[src/include/ddac_map.svh]
// constants for the dual dac serial load logic: offsets, positions, presets
// assumes inclusion by bare name from the package and the design modules
`ifndef DDAC_MAP_SVH
`define DDAC_MAP_SVH

// serial word and dac register widths
`define DDAC_WORD_W 16
`define DDAC_DATA_W 12

// default positions of fields within the shifted word
`define DDAC_DATA_LSB 0
`define DDAC_ADDR_A_POS 13
`define DDAC_ADDR_B_POS 14
`define DDAC_MODE_POS 15

// preset values of the dac registers
`define DDAC_ZERO_SCALE 12'h000
`define DDAC_MID_SCALE 12'h800

// reset values
`define DDAC_SHIFT_RST 16'h0000
`define DDAC_EDGE_RST 4'hF

// edge detector lanes: serial clock, strobe a, strobe b, merged strobe
`define DDAC_EDGE_W 4
`define DDAC_LANE_SCLK 0
`define DDAC_LANE_LDA 1
`define DDAC_LANE_LDB 2
`define DDAC_LANE_LDANY 3

`endif

[src/include/ddac_pkg.sv]
// types shared by the dual dac serial load logic
// assumes ddac_map.svh on the include path
`include "ddac_map.svh"

package ddac_pkg;

	typedef enum logic {
		MODE_HW = 1'b0,
		MODE_SW = 1'b1
	} ddac_mode_t;

	typedef struct packed {
		logic [`DDAC_WORD_W-1:0] shiftReg;
		logic serialOut;
		logic [`DDAC_DATA_W-1:0] dacA;
		logic [`DDAC_DATA_W-1:0] dacB;
	} ddac_state_t;

	typedef struct packed {
		logic [`DDAC_EDGE_W-1:0] prev;
	} ddac_edge_t;

endpackage

[src/core/ddac_edge_detect.sv]
// edge detector for the serial clock and load strobe pins
// assumes inputs synchronous to sys_clk; one cycle pulse per edge
`include "ddac_map.svh"

module ddac_edge_detect (
	input wire logic sys_clk, // system clock
	input wire logic reset_n, // synchronous reset, active low
	input wire logic [`DDAC_EDGE_W-1:0] sig, // sampled levels
	output logic [`DDAC_EDGE_W-1:0] rise, // rising edge pulses
	output logic [`DDAC_EDGE_W-1:0] fall // falling edge pulses
);

	ddac_pkg::ddac_edge_t state_q;
	ddac_pkg::ddac_edge_t state_d;

	////////////////////////////////////////////////////////////////////////
	// reset high so idle-high strobes give no false edge after reset
	always_comb begin
		state_d = state_q;
		state_d.prev = sig;
	end

	always_ff @(posedge sys_clk) begin
		if (!reset_n) begin
			state_q.prev <= `DDAC_EDGE_RST;
		end else begin
			state_q <= state_d;
		end
	end

	////////////////////////////////////////////////////////////////////////
	genvar i;
	generate
		for (i = 0; i < `DDAC_EDGE_W; i++) begin : g_lane
			assign rise[i] = sig[i] & ~state_q.prev[i];
			assign fall[i] = ~sig[i] & state_q.prev[i];
		end
	endgenerate

endmodule

[src/core/ddac_serial_load.sv]
// serial input and dac register load logic of a dual 12-bit dac
// assumes all pins sampled synchronous to sys_clk, serial clock slower

`include "ddac_map.svh"

////////////////////////////////////////////////////////////////////////////
module ddac_serial_load #(
	parameter int DATA_LSB = `DDAC_DATA_LSB, // lsb of data field
	parameter int ADDR_A_POS = `DDAC_ADDR_A_POS, // channel a select bit
	parameter int ADDR_B_POS = `DDAC_ADDR_B_POS, // channel b select bit
	parameter int MODE_POS = `DDAC_MODE_POS // decode mode bit
) (
	input wire logic sys_clk, // system clock, 100 MHz
	input wire logic reset_n, // synchronous reset, active low
	input wire logic serialClk, // serial clock pin, sampled
	input wire logic serialDataIn, // serial data pin
	input wire logic chipSelect_n, // chip select, active low
	input wire logic loadStrobeChanA_n, // load strobe a, active low
	input wire logic loadStrobeChanB_n, // load strobe b, active low
	input wire logic asyncPreset_n, // preset of dac registers, active low
	input wire logic presetMidscale, // preset level: 1 midscale, 0 zero
	output logic serialDataOut, // daisy chain output
	output logic [`DDAC_DATA_W-1:0] dacRegA, // channel a dac register
	output logic [`DDAC_DATA_W-1:0] dacRegB // channel b dac register
);

	ddac_pkg::ddac_state_t state_q;
	ddac_pkg::ddac_state_t state_d;

	logic [`DDAC_EDGE_W-1:0] pinLevel;
	logic [`DDAC_EDGE_W-1:0] pinRise;
	logic [`DDAC_EDGE_W-1:0] pinFall;
	logic shiftStep;
	logic fallA;
	logic fallB;
	logic fallAny;
	ddac_pkg::ddac_mode_t loadMode;
	logic [`DDAC_DATA_W-1:0] wordData;
	logic selA;
	logic selB;
	logic loadA;
	logic loadB;

	////////////////////////////////////////////////////////////////////////
	// edge detection of serial clock and strobes
	// merged lane is high only when both strobes are high, so tied pins
	// or one pin tied high both give a single falling edge
	assign pinLevel[`DDAC_LANE_SCLK] = serialClk;
	assign pinLevel[`DDAC_LANE_LDA] = loadStrobeChanA_n;
	assign pinLevel[`DDAC_LANE_LDB] = loadStrobeChanB_n;
	assign pinLevel[`DDAC_LANE_LDANY] = loadStrobeChanA_n & loadStrobeChanB_n;

	ddac_edge_detect u_edge (
		.sys_clk(sys_clk),
		.reset_n(reset_n),
		.sig(pinLevel),
		.rise(pinRise),
		.fall(pinFall)
	);

	assign shiftStep = pinRise[`DDAC_LANE_SCLK] & ~chipSelect_n;
	assign fallA = pinFall[`DDAC_LANE_LDA];
	assign fallB = pinFall[`DDAC_LANE_LDB];
	assign fallAny = pinFall[`DDAC_LANE_LDANY];

	////////////////////////////////////////////////////////////////////////
	// field decode of the word now held in the shift register
	assign loadMode = ddac_pkg::ddac_mode_t'(state_q.shiftReg[MODE_POS]);
	assign wordData = state_q.shiftReg[DATA_LSB +: `DDAC_DATA_W];
	assign selA = state_q.shiftReg[ADDR_A_POS];
	assign selB = state_q.shiftReg[ADDR_B_POS];

	// strobes are not gated by chip select
	always_comb begin
		loadA = 1'b0;
		loadB = 1'b0;
		case (loadMode)
			ddac_pkg::MODE_HW: begin
				loadA = fallA;
				loadB = fallB;
			end
			ddac_pkg::MODE_SW: begin
				loadA = fallAny & selA;
				loadB = fallAny & selB;
			end
			default: begin
				loadA = 1'b0;
				loadB = 1'b0;
			end
		endcase
	end

	////////////////////////////////////////////////////////////////////////
	// next state
	// preset is a level held each sys_clk edge, so it acts with the serial
	// clock stopped; it is still one sys_clk late, the price of flop outputs
	always_comb begin
		state_d = state_q;
		if (shiftStep) begin
			state_d.shiftReg = {state_q.shiftReg[`DDAC_WORD_W-2:0],
				serialDataIn};
			state_d.serialOut = state_q.shiftReg[`DDAC_WORD_W-2];
		end
		if (!asyncPreset_n) begin
			if (presetMidscale) begin
				state_d.dacA = `DDAC_MID_SCALE;
				state_d.dacB = `DDAC_MID_SCALE;
			end else begin
				state_d.dacA = `DDAC_ZERO_SCALE;
				state_d.dacB = `DDAC_ZERO_SCALE;
			end
		end else begin
			// a word shifted while a strobe is low is not loaded until the next falling strobe edge
			if (loadA) begin
				state_d.dacA = wordData;
			end
			if (loadB) begin
				state_d.dacB = wordData;
			end
		end
	end

	always_ff @(posedge sys_clk) begin
		if (!reset_n) begin
			state_q.shiftReg <= `DDAC_SHIFT_RST;
			state_q.serialOut <= 1'b0;
			state_q.dacA <= `DDAC_ZERO_SCALE;
			state_q.dacB <= `DDAC_ZERO_SCALE;
		end else begin
			state_q <= state_d;
		end
	end

	assign serialDataOut = state_q.serialOut;
	assign dacRegA = state_q.dacA;
	assign dacRegB = state_q.dacB;
endmodule

[config.mk]
export PLATFORM = sky130hd
export DESIGN_NAME = ddac_serial_load
export DESIGN_NICKNAME = d
export VERILOG_FILES = /design/src/include/ddac_pkg.sv /design/src/core/ddac_edge_detect.sv /design/src/core/ddac_serial_load.sv
export VERILOG_INCLUDE_DIRS = /design/src /design/src/include
export SDC_FILE = /design/constraint.sdc
export NUM_CORES = 1
export LEC_CHECK = 0
export CAP_MARGIN = 10
export CORE_MARGIN = 4
export CORE_UTILIZATION = 60
export DETAILED_ROUTE_END_ITERATION = 7
export DONT_BUFFER_PORTS = 1
export PLACE_DENSITY = 0.77
export SLEW_MARGIN = 20
export SYNTH_ARGS = -nofsm -noshare
export SYNTH_HDL_FRONTEND = slang
export SYNTH_SLANG_ARGS = --single-unit
[constraint.sdc]
create_clock -name sys_clk -period 1.5 [get_ports sys_clk]
set_input_delay 0.3 -clock sys_clk [delete_from_list [all_inputs] [get_ports sys_clk]]
set_output_delay 0.3 -clock sys_clk [all_outputs]
set_load 0.03 [all_outputs]
==> impl_results.html <==
<table>
<tr><th>Metric</th><th>Value</th></tr>
<tr><th colspan="2">Placed design</th></tr>
<tr><td>DP Area</td><td>1739 sq um</td></tr>
<tr><td>Number of port buffers</td><td>0</td></tr>
<tr><td>Routability congestion estimate from global placement</td><td>0.7687</td></tr>
<tr><td>Setup slack after placement</td><td>0.1992 ns</td></tr>
<tr><td>Sum of net half-perimeters after detailed placement</td><td>2180 um</td></tr>
<tr><th colspan="2">Finish</th></tr>
<tr><td>Leading cell type in the layout, fill and taps excluded</td><td>nand2_1</td></tr>
<tr><td>Number of antenna repair diodes</td><td>0</td></tr>
<tr><td>Post-route design area</td><td>1815 sq um</td></tr>
<tr><td>Layout cells sized above 1</td><td>8.989%</td></tr>
<tr><td>Most frequent cells in the layout</td><td>nand2_1, dfxtp_1, mux2i_1</td></tr>
<tr><td>Number of nets in the layout</td><td>186</td></tr>
<tr><td>Area Growth Syn to Fin</td><td>-4.098%</td></tr>
<tr><th colspan="2">Clock network</th></tr>
<tr><td>TritonCTS clock tree</td><td>done</td></tr>
<tr><td>Clock root buffer</td><td>clkbuf_4</td></tr>
<tr><td>Post-CTS Setup Repair Bufs</td><td>0</td></tr>
<tr><td>Clock sink count</td><td>44</td></tr>
<tr><td># resized after CTS</td><td>0</td></tr>
<tr><td>Number of buffers created by CTS</td><td>5</td></tr>
<tr><td>Maximum root-to-sink buffer count</td><td>2</td></tr>
<tr><td>Quantity of hold-fixing buffers added after cts</td><td>0</td></tr>
<tr><td>H-tree lvl count</td><td>2</td></tr>
<tr><td>Clk pin slew, worst setup/hold paths</td><td>0.11 ns</td></tr>
<tr><td>Clock insertion delay at the later pin of the skew report</td><td>0.34 ns</td></tr>
<tr><th colspan="2">Power</th></tr>
<tr><td>Portion of total power attributed to the clock network</td><td>35.4%</td></tr>
<tr><td>Leakage power summed over all cells</td><td>0.6308 nW</td></tr>
<tr><td>Switching share of total power</td><td>20.04%</td></tr>
<tr><td>Gate power share</td><td>4.3%</td></tr>
<tr><td>Sequential Power Share</td><td>60.4%</td></tr>
<tr><td>Net switching power</td><td>0.0003943 W</td></tr>
<tr><td>Internal power</td><td>0.001574 W</td></tr>
<tr><td>VDD IR-drop max</td><td>0.0004815 V</td></tr>
<tr><td>Power per cell area</td><td>1084 nW/um^2</td></tr>
<tr><th colspan="2">Status</th></tr>
<tr><td>Run status</td><td>finished clean</td></tr>
<tr><th colspan="2">Floorplanning</th></tr>
<tr><td>Floorplan die width</td><td>64.17 um</td></tr>
<tr><td>Floorplan Core Area</td><td>3028 sq um</td></tr>
<tr><td>Total die area</td><td>4118 sq um</td></tr>
<tr><td>Effective utilization at floorplan</td><td>62.52%</td></tr>
<tr><td>Floorplan die height</td><td>64.17 um</td></tr>
<tr><td>Cell Rows</td><td>20</td></tr>
<tr><td>Io pins</td><td>34</td></tr>
<tr><th colspan="2">Yosys</th></tr>
<tr><td>Count of synthesis-stage warnings from yosys</td><td>0</td></tr>
<tr><td>Synth Area in XOR/XNOR</td><td>0%</td></tr>
<tr><td>Area of the mapped netlist</td><td>1893 sq um</td></tr>
<tr><td>Share of synthesized area occupied by flip-flops and latches</td><td>46.53%</td></tr>
<tr><td>Synthesized Nets</td><td>211</td></tr>
<tr><td>Post-synth top area share</td><td>46.53%</td></tr>
<tr><td>Mean instance size in the synthesized netlist</td><td>9.372 sq um</td></tr>
<tr><td>Seq cells post-synth</td><td>44</td></tr>
<tr><td>Share of synthesized cell area in and, or, nand and nor gates</td><td>18.11%</td></tr>
<tr><td>Combinational family with the most area after synthesis</td><td>simple AND/OR/NAND/NOR gates</td></tr>
<tr><td>Share of synthesized area spent on multiplexers</td><td>13.28%</td></tr>
<tr><td>Count of cell types in the netlist</td><td>20</td></tr>
<tr><td>Top cell type by total area after synthesis</td><td>dfxtp_1</td></tr>
<tr><td>Share of synthesized cell area in full adder, half adder and majority cells</td><td>0%</td></tr>
<tr><td>Area contributors post-synth</td><td>dfxtp_1, mux2i_1, nand2_1, buf_4, a21boi_0</td></tr>
<tr><td>Cells after synthesis</td><td>202</td></tr>
<tr><td>Compound-Gate Fraction of Synth Area</td><td>7.931%</td></tr>
<tr><th colspan="2">Timing</th></tr>
<tr><td>Final hold slack</td><td>0.02733 ns</td></tr>
<tr><td>Setup violation total in the final timing report</td><td>0</td></tr>
<tr><td>Shortest period the worst path allows</td><td>1.297 ns</td></tr>
<tr><td>Aggregate negative setup slack</td><td>0 ns</td></tr>
<tr><td>Tightest Pin Transition</td><td>0.4823 ns</td></tr>
<tr><td>Unrepaired setup endpoints after global routing</td><td>no</td></tr>
<tr><td>Max Clock Freq</td><td>771.1 MHz</td></tr>
<tr><td>Fraction of the cycle the final worst path needs</td><td>86.46%</td></tr>
<tr><td>Clock Skew</td><td>0.007059 ns</td></tr>
<tr><td>Count of final max-slew check failures</td><td>0</td></tr>
<tr><td>Min setup slack post-route</td><td>0.2031 ns</td></tr>
<tr><td>Number of failing hold endpoints at the final stage</td><td>0</td></tr>
<tr><td>Worst rel slew slack</td><td>67.85%</td></tr>
<tr><th colspan="2">Drt</th></tr>
<tr><td>Drt drc</td><td>0</td></tr>
<tr><td>Final routed wirelength across all metal layers</td><td>3038 um</td></tr>
<tr><td>Number of nets with antenna violations after detailed routing</td><td>0</td></tr>
<tr><td>Number of detailed-routing iterations run before antenna repair</td><td>4</td></tr>
<tr><td>Vias per cell</td><td>5.284</td></tr>
<tr><td>DR WL/cell</td><td>13.68 um</td></tr>
<tr><td>Total vias in the final route</td><td>1,173</td></tr>
<tr><td>Initial detailed-routing violation count</td><td>49</td></tr>
<tr><th colspan="2">Worst setup path</th></tr>
<tr><td>Critical Path Fanout Max</td><td>12</td></tr>
<tr><td>CP Launch Type</td><td>register</td></tr>
<tr><td>Endpoint arrival time on the critical path</td><td>1.57 ns</td></tr>
<tr><td>Worst flop-to-flop path startpoint</td><td>loadMode</td></tr>
<tr><td>Req. time, crit path</td><td>1.77 ns</td></tr>
<tr><td>Critical Path Sink Type</td><td>register</td></tr>
<tr><td>Worst setup slack for register-to-register paths</td><td>0.20 ns</td></tr>
<tr><td>Type of the worst setup path</td><td>reg2reg</td></tr>
<tr><td>Critical Path Start</td><td>loadMode</td></tr>
<tr><td>Capture instance of the worst register-to-register path</td><td>dacRegB[10]</td></tr>
<tr><td>Depth of the worst register-to-register path</td><td>4</td></tr>
<tr><td>Capture point of the worst path</td><td>dacRegB[10]</td></tr>
<tr><th colspan="2">Global route</th></tr>
<tr><td>Pin count of the biggest net entering global routing</td><td>56</td></tr>
<tr><td>Wire length of the first global-routing pass</td><td>5306 um</td></tr>
<tr><td>Total congestion overflow</td><td>0</td></tr>
<tr><td>GRT Resource Usage Total</td><td>16.52%</td></tr>
<tr><td>Initial antenna violation count</td><td>0</td></tr>
<tr><td>Number of global-route vias before repair</td><td>1,187</td></tr>
<tr><th colspan="2">Job</th></tr>
<tr><td>Max Cap Viol</td><td>0</td></tr>
<tr><th colspan="2">Min path</th></tr>
<tr><td>Class of the tightest hold or removal check</td><td>in2reg</td></tr>
<tr><td>Source of the worst hold timing path</td><td>reset_n</td></tr>
</table>
[worst max-delay path, cell delays in order (launching register included)]
cell      delay [ns]
dfxtp_1         0.37
and2_4          0.16
a311oi_2        0.31
buf_12          0.20
mux2i_1         0.20
[state kept, by name, summed over array words and instances, names as in the netlist]
| register | flops |
|---|---|
| state_q | 13 |
| dacRegA | 12 |
| dacRegB | 12 |
| u_edge.state_q | 4 |
| loadMode | 1 |
| selA | 1 |
| selB | 1 |
[how the worst min path moves through the flow]
stage | to | slack (ns) | depth (start not counted)
detailed placement | u_edge.state_q[0] | 0.38 | 1
floorplan | u_edge.state_q[0] | 0.40 | 1
finish | u_edge.state_q[0] | 0.03 | 1
CTS | u_edge.state_q[0] | 0.01 | 1
global placement | u_edge.state_q[0] | 0.38 | 1
global route | u_edge.state_q[0] | 0.009 | 1
[cells in the mapped netlist]
cell type,count
dlymetal6s2s_1,1
and2_4,1
mux2i_1,24
a311oi_2,2
buf_4,24
a21boi_1,3
buf_2,6
nand2_1,58
or3b_1,1
inv_1,1
nor3b_1,2
mux2_2,1
nor3b_2,1
and2_1,1
clkbuf_1,2
a21boi_0,13
buf_6,3
nand2b_1,3
dfxtp_1,44
nand3_1,11
[power groups by stage]
stage	registers (W)	clock network, W	logic [W]
finish	0.00119	0.000696	0.0000839
global route	0.00119	0.000783	0.0000893
CTS	0.00119	0.000726	0.0000857
detailed placement	0.00121	0	0.0000854
global placement	0.00121	0	0.0000824
floorplan	0.00121	0	0.000103
[kinds of logic (layout without fill, tap and decap cells)]
family,Yosys count,after routing
flops,44,44
buf+inv,37,13
mux,25,25
simple gates,78,78
compound gates,18,18
[routing by layer]
| metal | GRT usage [%] | share of wire [%] | up-vias |
|---|---|---|---|
| met5 | 0 | 0 | - |
| met4 | 5.541 | 0.59 | 0 |
| met3 | 6.854 | 7.2 | 2 |
| met2 | 26.97 | 49 | 31 |
| met1 | 19.54 | 43 | 548 |
| li1 | - | - | 592 |
[through the flow]
step	power (W)	std cells	util (%)
after floorplan	0.001311	202	-
after global placement	0.001296	214	57.44
after detailed placement	0.001300	214	57.44
after CTS	0.002000	222	59.96
after global routing	0.002063	222	59.96
final	0.001968	222	59.96
[area by class of cell]
| cell class | instances | area [sq um] |
|---|---|---|
| fill | 282 | 1212 |
| sequential | 44 | 880.8 |
| multi-input combinational | 121 | 744.5 |
| timing repair buffer | 4 | 55.05 |
| tap | 44 | 55.05 |
| clock buffer | 6 | 41.29 |
| clock inverter | 2 | 35.03 |
| inverter | 1 | 3.754 |
Note: power is estimated with default switching activity, not from simulation.
